**config.mk**
```make
export PLATFORM = sky130hd
export DESIGN_NAME = gpio_led_pin_mux
export DESIGN_NICKNAME = d
export VERILOG_FILES = /design/src/core/gplm_pkg.sv /design/src/core/gplm_blink_if.sv /design/src/core/gplm_blink.sv /design/src/core/gpio_led_pin_mux.sv
export SDC_FILE = /design/constraint.sdc
export NUM_CORES = 1
export LEC_CHECK = 0
export ABC_AREA = 1
export ABC_CLOCK_PERIOD_IN_PS = 4400
export BUFFER_PORTS_ARGS = -buffer_cell sky130_fd_sc_hd__buf_2
export CORE_AREA = 3 3 92 85
export CTS_CLUSTER_DIAMETER = 150
export DETAILED_ROUTE_END_ITERATION = 6
export DIE_AREA = 0 0 95 88
export GPL_ROUTABILITY_DRIVEN = 0
export PLACE_DENSITY = 0.7
export REMOVE_ABC_BUFFERS = 1
export SYNTH_ARGS = -nofsm -noshare
export SYNTH_HDL_FRONTEND = slang
export SYNTH_SLANG_ARGS = --single-unit
```
**constraint.sdc**
```tcl
create_clock -name ref_clk -period 4.4 [get_ports ref_clk]
set_input_delay 0.44 -clock ref_clk [delete_from_list [all_inputs] [get_ports ref_clk]]
set_output_delay 0.44 -clock ref_clk [all_outputs]
set_load 0.03 [all_outputs]
```
**src/core/gplm_pkg.sv**
```systemverilog
`default_nettype none
// ============================================================
// shared constants for the pin mux and led logic
package gplm_pkg;
    // number of multiplexed pins
    localparam int GPLM_PINS = 3;
    // wishbone address and data widths
    localparam int GPLM_AW = 8;
    localparam int GPLM_DW = 32;
    // register byte offsets
    localparam logic [7:0] GPLM_ADR_CFG = 8'h00;
    localparam logic [7:0] GPLM_ADR_DATA = 8'h04;
    localparam logic [7:0] GPLM_ADR_STAT = 8'h08;
    // config field positions: direction, open drain, led select
    localparam int GPLM_CFG_DIR_LSB = 0;
    localparam int GPLM_CFG_OD_LSB = 8;
    localparam int GPLM_CFG_LED_LSB = 16;
    // data field positions: output data, synchronised pin level
    localparam int GPLM_DATA_OUT_LSB = 0;
    localparam int GPLM_DATA_IN_LSB = 16;
    // status bit positions
    localparam int GPLM_STAT_LINK = 0;
    localparam int GPLM_STAT_SPEED = 1;
    localparam int GPLM_STAT_DUPLEX = 2;
    localparam int GPLM_STAT_DARK = 3;
    // reset values
    localparam logic [31:0] GPLM_CFG_RST = 32'h0000_0000;
    localparam logic [31:0] GPLM_DATA_RST = 32'h0000_0000;
    // blink timing
    localparam int GPLM_CLK_HZ = 50_000_000;
    localparam int GPLM_BLINK_MS = 80;
    localparam int GPLM_BLINK_CYCLES = GPLM_BLINK_MS * (GPLM_CLK_HZ / 1000);
    // blink sequencer states
    typedef enum logic [1:0] {BL_SOLID, BL_DARK, BL_HOLD} gplm_blink_type;
endpackage
`default_nettype wire

```
**src/core/gplm_blink_if.sv**
```systemverilog
`default_nettype none
// ============================================================
// link state in, activity in, led state out
interface gplm_blink_if;
    logic linkUp;
    logic activity;
    logic ledOn;
    logic dark;
    modport ctrl (output linkUp, output activity, input ledOn, input dark);
    modport blink (input linkUp, input activity, output ledOn, output dark);
endinterface
`default_nettype wire

```
**src/core/gplm_blink.sv**
```systemverilog
`default_nettype none
// ============================================================
// link and activity led sequencer: solid, dark pulse, solid hold
module gplm_blink
    import gplm_pkg::*;
#(
    parameter int BLINK_CYCLES = GPLM_BLINK_CYCLES
)
(
    input wire logic ref_clk,
    input wire logic rst,
    gplm_blink_if.blink bl
);
    localparam int CW = $clog2(BLINK_CYCLES + 1);
    localparam logic [CW-1:0] LOAD = CW'(BLINK_CYCLES - 1);

    gplm_blink_type state_r, state_nxt;
    logic [CW-1:0] count_r, count_nxt;
    logic pending_r, pending_nxt;
    wire logic expired = (count_r == '0);
    wire logic startDark = (state_r == BL_SOLID) && bl.linkUp
        && (bl.activity || pending_r);

    // ============================================================
    // next state: no dark pulse without a link
    always_comb
    begin
        state_nxt = state_r;
        count_nxt = (count_r == '0) ? count_r : count_r - 1'b1;
        unique case (state_r)
            BL_SOLID:
            begin
                if (startDark)
                begin
                    state_nxt = BL_DARK;
                    count_nxt = LOAD;
                end
            end
            BL_DARK:
            begin
                if (expired)
                begin
                    state_nxt = BL_HOLD;
                    count_nxt = LOAD;
                end
            end
            BL_HOLD:
            begin
                if (expired)
                    state_nxt = BL_SOLID;
            end
        endcase
        if (!bl.linkUp)
        begin
            state_nxt = BL_SOLID;
            count_nxt = '0;
        end
    end

    // activity seen in dark or hold is remembered; the edge that starts
    // a dark pulse consumes it, so one cycle of activity gives one pulse, not two
    assign pending_nxt = bl.linkUp && !startDark
        && (bl.activity || pending_r);

    // ============================================================
    // state registers
    always_ff @(posedge ref_clk)
    begin
        if (rst)
        begin
            state_r <= BL_SOLID;
            count_r <= '0;
            pending_r <= 1'b0;
        end
        else
        begin
            state_r <= state_nxt;
            count_r <= count_nxt;
            pending_r <= pending_nxt;
        end
    end

    // led lit on any valid link except during the dark pulse
    assign bl.ledOn = bl.linkUp && (state_r != BL_DARK);
    assign bl.dark = (state_r == BL_DARK);
endmodule // gplm_blink
`default_nettype wire

```
**src/core/gpio_led_pin_mux.sv**
```systemverilog
// Operation
// each pin: push-pull, open-drain or input
// each pin may instead show a led
// led pins are open drain, low lit
// speed led lit at 100 Mb/s
// link led lit whenever link is valid
// activity darkens link led for 80 ms
// then lit 80 ms before next dark
// duplex led lit in full duplex
// led select overrides gpio settings
//
// The Wishbone interface to the registers and the placing of the registers were decided locally.
`default_nettype none
// ============================================================
// three gpio pins multiplexed with three status leds
// pin 0 speed led, pin 1 link and activity led, pin 2 duplex led
module gpio_led_pin_mux
    import gplm_pkg::*;
#(
    parameter int BLINK_CYCLES = GPLM_BLINK_CYCLES
)
(
    input wire logic ref_clk,
    input wire logic rst,
    // wishbone classic slave
    input wire logic cyc_i,
    input wire logic stb_i,
    input wire logic we_i,
    input wire logic [GPLM_AW-1:0] adr_i,
    input wire logic [GPLM_DW-1:0] dat_i,
    input wire logic [3:0] sel_i,
    output logic [GPLM_DW-1:0] dat_o,
    output logic ack_o,
    // link status from mac and phy, same clock
    input wire logic linkUp,
    input wire logic speed100,
    input wire logic fullDuplex,
    input wire logic txActivity,
    input wire logic rxActivity,
    // pins, three signals each
    input wire logic [GPLM_PINS-1:0] gpioIn,
    output logic [GPLM_PINS-1:0] gpioOut,
    output logic [GPLM_PINS-1:0] gpioOe
);

    // ============================================================
    // helpers

    // byte lane merge, used for every writable register
    function automatic logic [31:0] laneMerge(
        input logic [31:0] old,
        input logic [31:0] wr,
        input logic [3:0] sel
    );
        logic [31:0] res;
        // lanes without a select keep the old byte
        res = old;
        for (int b = 0; b < 4; b++)
        begin
            if (sel[b])
                res[8*b +: 8] = wr[8*b +: 8];
        end
        return res;
    endfunction

    // ============================================================
    // declarations
    // register state
    logic [31:0] cfg_r, cfg_nxt;
    logic [31:0] data_r, data_nxt;
    logic ack_r;
    logic [31:0] rdat_r, rdat_nxt;
    // pin input synchroniser stages
    logic [GPLM_PINS-1:0] sync1_r;
    logic [GPLM_PINS-1:0] sync2_r;
    // pin drive
    logic [GPLM_PINS-1:0] pinOut_r, pinOut_nxt;
    logic [GPLM_PINS-1:0] pinOe_r, pinOe_nxt;
    // led states and read words
    logic [GPLM_PINS-1:0] ledOn;
    logic [31:0] statWord;
    logic [31:0] dataWord;

    // blink sequencer connection
    gplm_blink_if blIf ();

    // ============================================================
    // bus decode
    wire logic busReq = cyc_i && stb_i;
    // act once per request: the cycle before ack goes high
    wire logic busTake = busReq && !ack_r;
    wire logic busWr = busTake && we_i;
    // reads latch their word at the taking edge only
    wire logic busRd = busTake && !we_i;
    // the byte address is decoded in full; aliases are not hits
    wire logic hitCfg = (adr_i == GPLM_ADR_CFG);
    wire logic hitData = (adr_i == GPLM_ADR_DATA);
    wire logic hitStat = (adr_i == GPLM_ADR_STAT);

    // config fields
    wire logic [GPLM_PINS-1:0] cfgDir =
        cfg_r[GPLM_CFG_DIR_LSB +: GPLM_PINS];
    wire logic [GPLM_PINS-1:0] cfgOd =
        cfg_r[GPLM_CFG_OD_LSB +: GPLM_PINS];
    wire logic [GPLM_PINS-1:0] cfgLed =
        cfg_r[GPLM_CFG_LED_LSB +: GPLM_PINS];
    wire logic [GPLM_PINS-1:0] outData =
        data_r[GPLM_DATA_OUT_LSB +: GPLM_PINS];

    // only implemented bits are writable; the rest read as zero
    // masking at the write keeps the read mux free of masks
    // one bit per pin in each field
    localparam logic [31:0] PIN_BITS = 32'((1 << GPLM_PINS) - 1);
    localparam logic [31:0] CFG_MASK =
        (PIN_BITS << GPLM_CFG_DIR_LSB)
        | (PIN_BITS << GPLM_CFG_OD_LSB)
        | (PIN_BITS << GPLM_CFG_LED_LSB);
    localparam logic [31:0] DATA_MASK =
        PIN_BITS << GPLM_DATA_OUT_LSB;

    // ============================================================
    // register writes, byte lanes honoured; a write lands at its
    // taking edge, so a read issued right after sees the new value
    wire logic wrCfg = busWr && hitCfg;
    wire logic wrData = busWr && hitData;
    assign cfg_nxt = wrCfg
        ? (laneMerge(cfg_r, dat_i, sel_i) & CFG_MASK) : cfg_r;
    assign data_nxt = wrData
        ? (laneMerge(data_r, dat_i, sel_i) & DATA_MASK) : data_r;

    // ============================================================
    // read words: data shows written output bits and pin levels
    always_comb
    begin
        dataWord = data_r;
        dataWord[GPLM_DATA_IN_LSB +: GPLM_PINS] = sync2_r;
    end

    // status shows the live link state and the blink phase
    // live bits, not latched: software sees the level at the read edge
    always_comb
    begin
        statWord = 32'h0000_0000;
        statWord[GPLM_STAT_LINK] = linkUp;
        statWord[GPLM_STAT_SPEED] = speed100;
        statWord[GPLM_STAT_DUPLEX] = fullDuplex;
        statWord[GPLM_STAT_DARK] = blIf.dark;
    end

    // one select per register; unmapped addresses are acked, read zero
    wire logic [31:0] rdCfg = hitCfg ? cfg_r : 32'h0000_0000;
    wire logic [31:0] rdData = hitData ? dataWord : 32'h0000_0000;
    wire logic [31:0] rdStat = hitStat ? statWord : 32'h0000_0000;
    // the hits are exclusive, so an or of the selects is the mux
    assign rdat_nxt = busRd ? (rdCfg | rdData | rdStat) : 32'h0000_0000;

    // ============================================================
    // configuration register; reset makes every pin an input
    always_ff @(posedge ref_clk)
    begin
        if (rst)
            cfg_r <= GPLM_CFG_RST;
        else
            cfg_r <= cfg_nxt;
    end

    // ============================================================
    // output data register
    always_ff @(posedge ref_clk)
    begin
        if (rst)
            data_r <= GPLM_DATA_RST;
        else
            data_r <= data_nxt;
    end

    // ============================================================
    // ack: one wait state, drops after one cycle even if stb stays
    always_ff @(posedge ref_clk)
    begin
        if (rst)
            ack_r <= 1'b0;
        else
            ack_r <= busTake;
    end

    // ============================================================
    // read data register: zero outside the ack cycle
    always_ff @(posedge ref_clk)
    begin
        if (rst)
            rdat_r <= 32'h0000_0000;
        else
            rdat_r <= rdat_nxt;
    end

    // ============================================================
    // pin input synchroniser; schmitt pads still need two flops
    always_ff @(posedge ref_clk)
    begin
        if (rst)
            sync1_r <= '0;
        else
            sync1_r <= gpioIn;
    end

    // second stage is the only reader of the first; pin levels lag two
    // edges, so a read right after a write still shows the old level
    always_ff @(posedge ref_clk)
    begin
        if (rst)
            sync2_r <= '0;
        else
            sync2_r <= sync1_r;
    end

    // ============================================================
    // link and activity blink sequencer
    // status inputs share the device clock, so they need no synchroniser
    // link drop returns the sequencer to solid at once
    assign blIf.linkUp = linkUp;
    assign blIf.activity = txActivity || rxActivity;

    gplm_blink #(
        .BLINK_CYCLES(BLINK_CYCLES)
    ) u_blink (
        .ref_clk(ref_clk),
        .rst(rst),
        .bl(blIf)
    );

    // ============================================================
    // led states, active low names for the pin level
    wire logic speed_led_n = !(linkUp && speed100);
    wire logic link_activity_led_n = !blIf.ledOn;
    // half duplex or no link leaves the led dark
    wire logic duplex_led_n = !(linkUp && fullDuplex);

    // pin order: speed, link and activity, duplex
    assign ledOn[0] = !speed_led_n;
    assign ledOn[1] = !link_activity_led_n;
    assign ledOn[2] = !duplex_led_n;

    // ============================================================
    // per pin mux; open drain never drives high, avoiding contention
    // with other open drain drivers on the same net
    generate
        for (genvar p = 0; p < GPLM_PINS; p++)
        begin : g_pin
            // push-pull drive
            wire logic ppOut = outData[p];
            wire logic ppOe = cfgDir[p];
            // open drain: output stays low, enable carries the data
            wire logic odOe = cfgDir[p] && !outData[p];
            // led: low while lit, released while dark
            wire logic ledOe = ledOn[p];
            // the enable alone decides the pin in led and open drain
            // modes; led select wins over direction, type and data
            assign pinOut_nxt[p] = (cfgLed[p] || cfgOd[p])
                ? 1'b0 : ppOut;
            assign pinOe_nxt[p] = cfgLed[p] ? ledOe
                : (cfgOd[p] ? odOe : ppOe);
        end
    endgenerate

    // ============================================================
    // pin output value; reset leaves every pin released
    always_ff @(posedge ref_clk)
    begin
        if (rst)
            pinOut_r <= '0;
        else
            pinOut_r <= pinOut_nxt;
    end

    // ============================================================
    // pin enable; released at reset, safe on a shared net
    always_ff @(posedge ref_clk)
    begin
        if (rst)
            pinOe_r <= '0;
        else
            pinOe_r <= pinOe_nxt;
    end

    // ============================================================
    // outputs straight from flops
    // nothing combinational reaches a pin or the bus
    assign gpioOut = pinOut_r;
    assign gpioOe = pinOe_r;
    assign dat_o = rdat_r;
    assign ack_o = ack_r;

endmodule // gpio_led_pin_mux
`default_nettype wire

```
==> out/qor.yml <==
outcome:
  status: "completed"
cells_and_area:
  fin_area_mm2: 0.003541
  drive_above_1_share: 0.1789
  antennaDiodeCount: 0
  fin_util: 0.5056
  layout_common_cells: "nand2_1, nor2_1, dfxtp_1, inv_1, buf_2"
  final_common_cell: "nand2_1"
  fin_cells: 585
  area_growth_pct: 14.67
  final_nets: 550
clock_tree:
  path_clk_slew_ps: 70
  holdBufCountCts: 0
  cts_buffers: 9
  post_cts_resize_count: 0
  clk_latency_ps: 350
  ctsRootBufferMaster: "clkbuf_8"
  post-cts-setup-buffer-count: 0
  cts.sink_count: 60
  htreeDepth: 3
  cts_tree: "built"
  clock_path_buffers: 2
timing:
  fin_crit_ps: 1903
  maxSlewViolCount: 0
  period_share: 0.4325
  hold_viol: 0
  rsz0062_at_grt: "false"
  setup_viol: 0
  skew_ps: 15.08
  max_freq_ghz: 0.5255
  worstMarginPinSlew_ps: 921.9
  finalSetupTns_ps: 0
  relSlewSlack: 0.3831
synth:
  synthFlopType: "dfxtp_1"
  synth_warnings: 0
  ys_seq_elements: 60
  synth_area_leaders: "dfxtp_1, nand2_1, nor2_1"
  seq_area_frac_synth: 0.3890
  yosys.area.top_type_share: 0.3890
  synth_area_mm2: 0.003088
  netlist_instances: 433
  avgSynthCellArea_um2: 7.132
  synth_edf_count: 0
  async_flop_share: 0
  synth_cell_type_count: 42
  synth_area_leader_cell: "dfxtp_1"
critical_path:
  endpoint_kind: "flop"
  worst-endpoint-required_ps: 4660
  cp-start-kind: "input pin"
  crit_fanout: 15
  arrival_ps: 2170
  worstSetupPathType: "in -> reg"
drt:
  dr.pass1.iters: 4
  drc_errors: 0
  ant_nets: 0
  via_per_inst: 4.689
  avgRoutedWirePerCell_um: 11.59
  vias: 2743
  drt_iter0_drc: 132
  routed_wl_mm: 6.778
min_path:
  hp-class: "in -> reg"
floorplanning:
  num_rows: 29
  dieArea_mm2: 0.008360
  io_pins: 96
  core_area_mm2: 0.007003
  die_h_um: 88
  dieWidth_um: 95
  start_util: 0.4410
global_routing:
  grt_max_degree: 16
  grt_pass1_wl_mm: 11.78
  track_usage: 0.1820
  grt-ovfl-total: 0
  grt_pass1_vias: 2621
  grt_antenna_before_repair: 0
place:
  numPortBuffers: 49
  post_dp_cell_area_mm2: 0.003333
  placed_cells: 569
  hpwl_mm: 5.126
power:
  p_leak_nw: 1.797
  ir_worst_vdd_uv: 190.7
  p_per_area_mw_per_mm2: 407.7
run:
  drv_cap: 0
-- flip-flops by register name (all words and copies together), names as in the netlist --
signal	flops
u_blink.count_r	22
gpioOut	3
sync2_r	3
dat_o	10
ack_o	1
data_r	3
u_blink.state_r	2
gpioOe	3
u_blink.pending_r	1
cfg_r	9
sync1_r	3
-- Yosys cell counts (2+ instances only) --
| library cell | n |
|---|---|
| nand2_1 | 96 |
| nor2_1 | 68 |
| dfxtp_1 | 60 |
| inv_1 | 55 |
| nand3_1 | 28 |
| buf_4 | 23 |
| o21ai_0 | 16 |
| a21oi_1 | 13 |
| o211ai_1 | 8 |
| ha_1 | 6 |
| nor3_1 | 5 |
| xor2_1 | 5 |
| nand2_2 | 4 |
| nand3_2 | 4 |
| nand4_1 | 4 |
| xnor2_1 | 4 |
| clkbuf_1 | 3 |
| nor2_2 | 3 |
| nor4_1 | 3 |
| a31oi_1 | 2 |
| and3_1 | 2 |
-- area by class of cell --
| cell class | instances | area [um^2] |
|---|---|---|
| Clock buffer | 9 | 123.9 |
| Sequential cell | 60 | 1201 |
| Fill cell | 684 | 3462 |
| Multi-Input combinational cell | 310 | 1556 |
| Timing Repair Buffer | 49 | 245.2 |
| Inverter | 57 | 214.0 |
| Clock inverter | 7 | 83.83 |
| Tap cell | 93 | 116.4 |
-- layer usage --
metal | track usage | wire [um] | vias up
met5 | 0 | 0 | -
met4 | 0.05898 | 53 | 0
met3 | 0.06100 | 461 | 6
met2 | 0.2913 | 3152 | 85
met1 | 0.2317 | 3111 | 1223
li1 | - | - | 1429
-- final timing paths --
check                                 start                             to  slack (ps)  cells past startpoint
max                                     rst  u_blink.count_r[7]$_SDFF_PP0_        2500                      4
min                               gpioIn[0]          sync1_r[0]$_SDFF_PP0_         300                      3
max reg2reg  u_blink.count_r[11]$_SDFF_PP0_  u_blink.count_r[2]$_SDFF_PP0_        2500                      9
min reg2reg           sync1_r[1]$_SDFF_PP0_          sync2_r[1]$_SDFF_PP0_         400                      2
-- per-stage QoR --
| stage | power, mW | worst slack, ps | hold WS (ps) |
|---|---|---|---|
| 5_1_grt | 1.536 | 2231 | 296.7 |
| 3_3_place_gp | 0.9271 | 2122 | 392.7 |
| 4_1_cts | 1.455 | 2475 | 283.1 |
| 2_1_floorplan | 0.8602 | 2764 | 388.3 |
| 3_5_place_dp | 0.9341 | 2100 | 396.1 |
| 6_report | 1.444 | 2497 | 299.5 |
-- power breakdown --
part	switching [mW]	internal (mW)	total (mW)	leakage [nW]
registers	0.0166	0.564	0.580	0.488
clock network	0.249	0.271	0.520	0.102
logic	0.230	0.114	0.344	1.21
-- critical path, stage by stage --
cell      delay (ps)
buf_2            200
nor2_1           740
clkinv_1         520
a31oi_1          260
-- cell families (layout without fill, tap and decap cells) --
| kind of cell | after synthesis | count (layout) | synth area share |
|---|---|---|---|
| other cells | 1 | 22 | 0.001214 |
| xor+xnor | 10 | 10 | 0.03079 |
| compound gates | 43 | 43 | 0.08023 |
| flops | 60 | 60 | 0.3890 |
| buf+inv | 84 | 122 | 0.1325 |
| fa+ha+maj | 6 | 6 | 0.02431 |
| simple gates | 229 | 229 | 0.3420 |
Power figures use the tool's default switching activity.
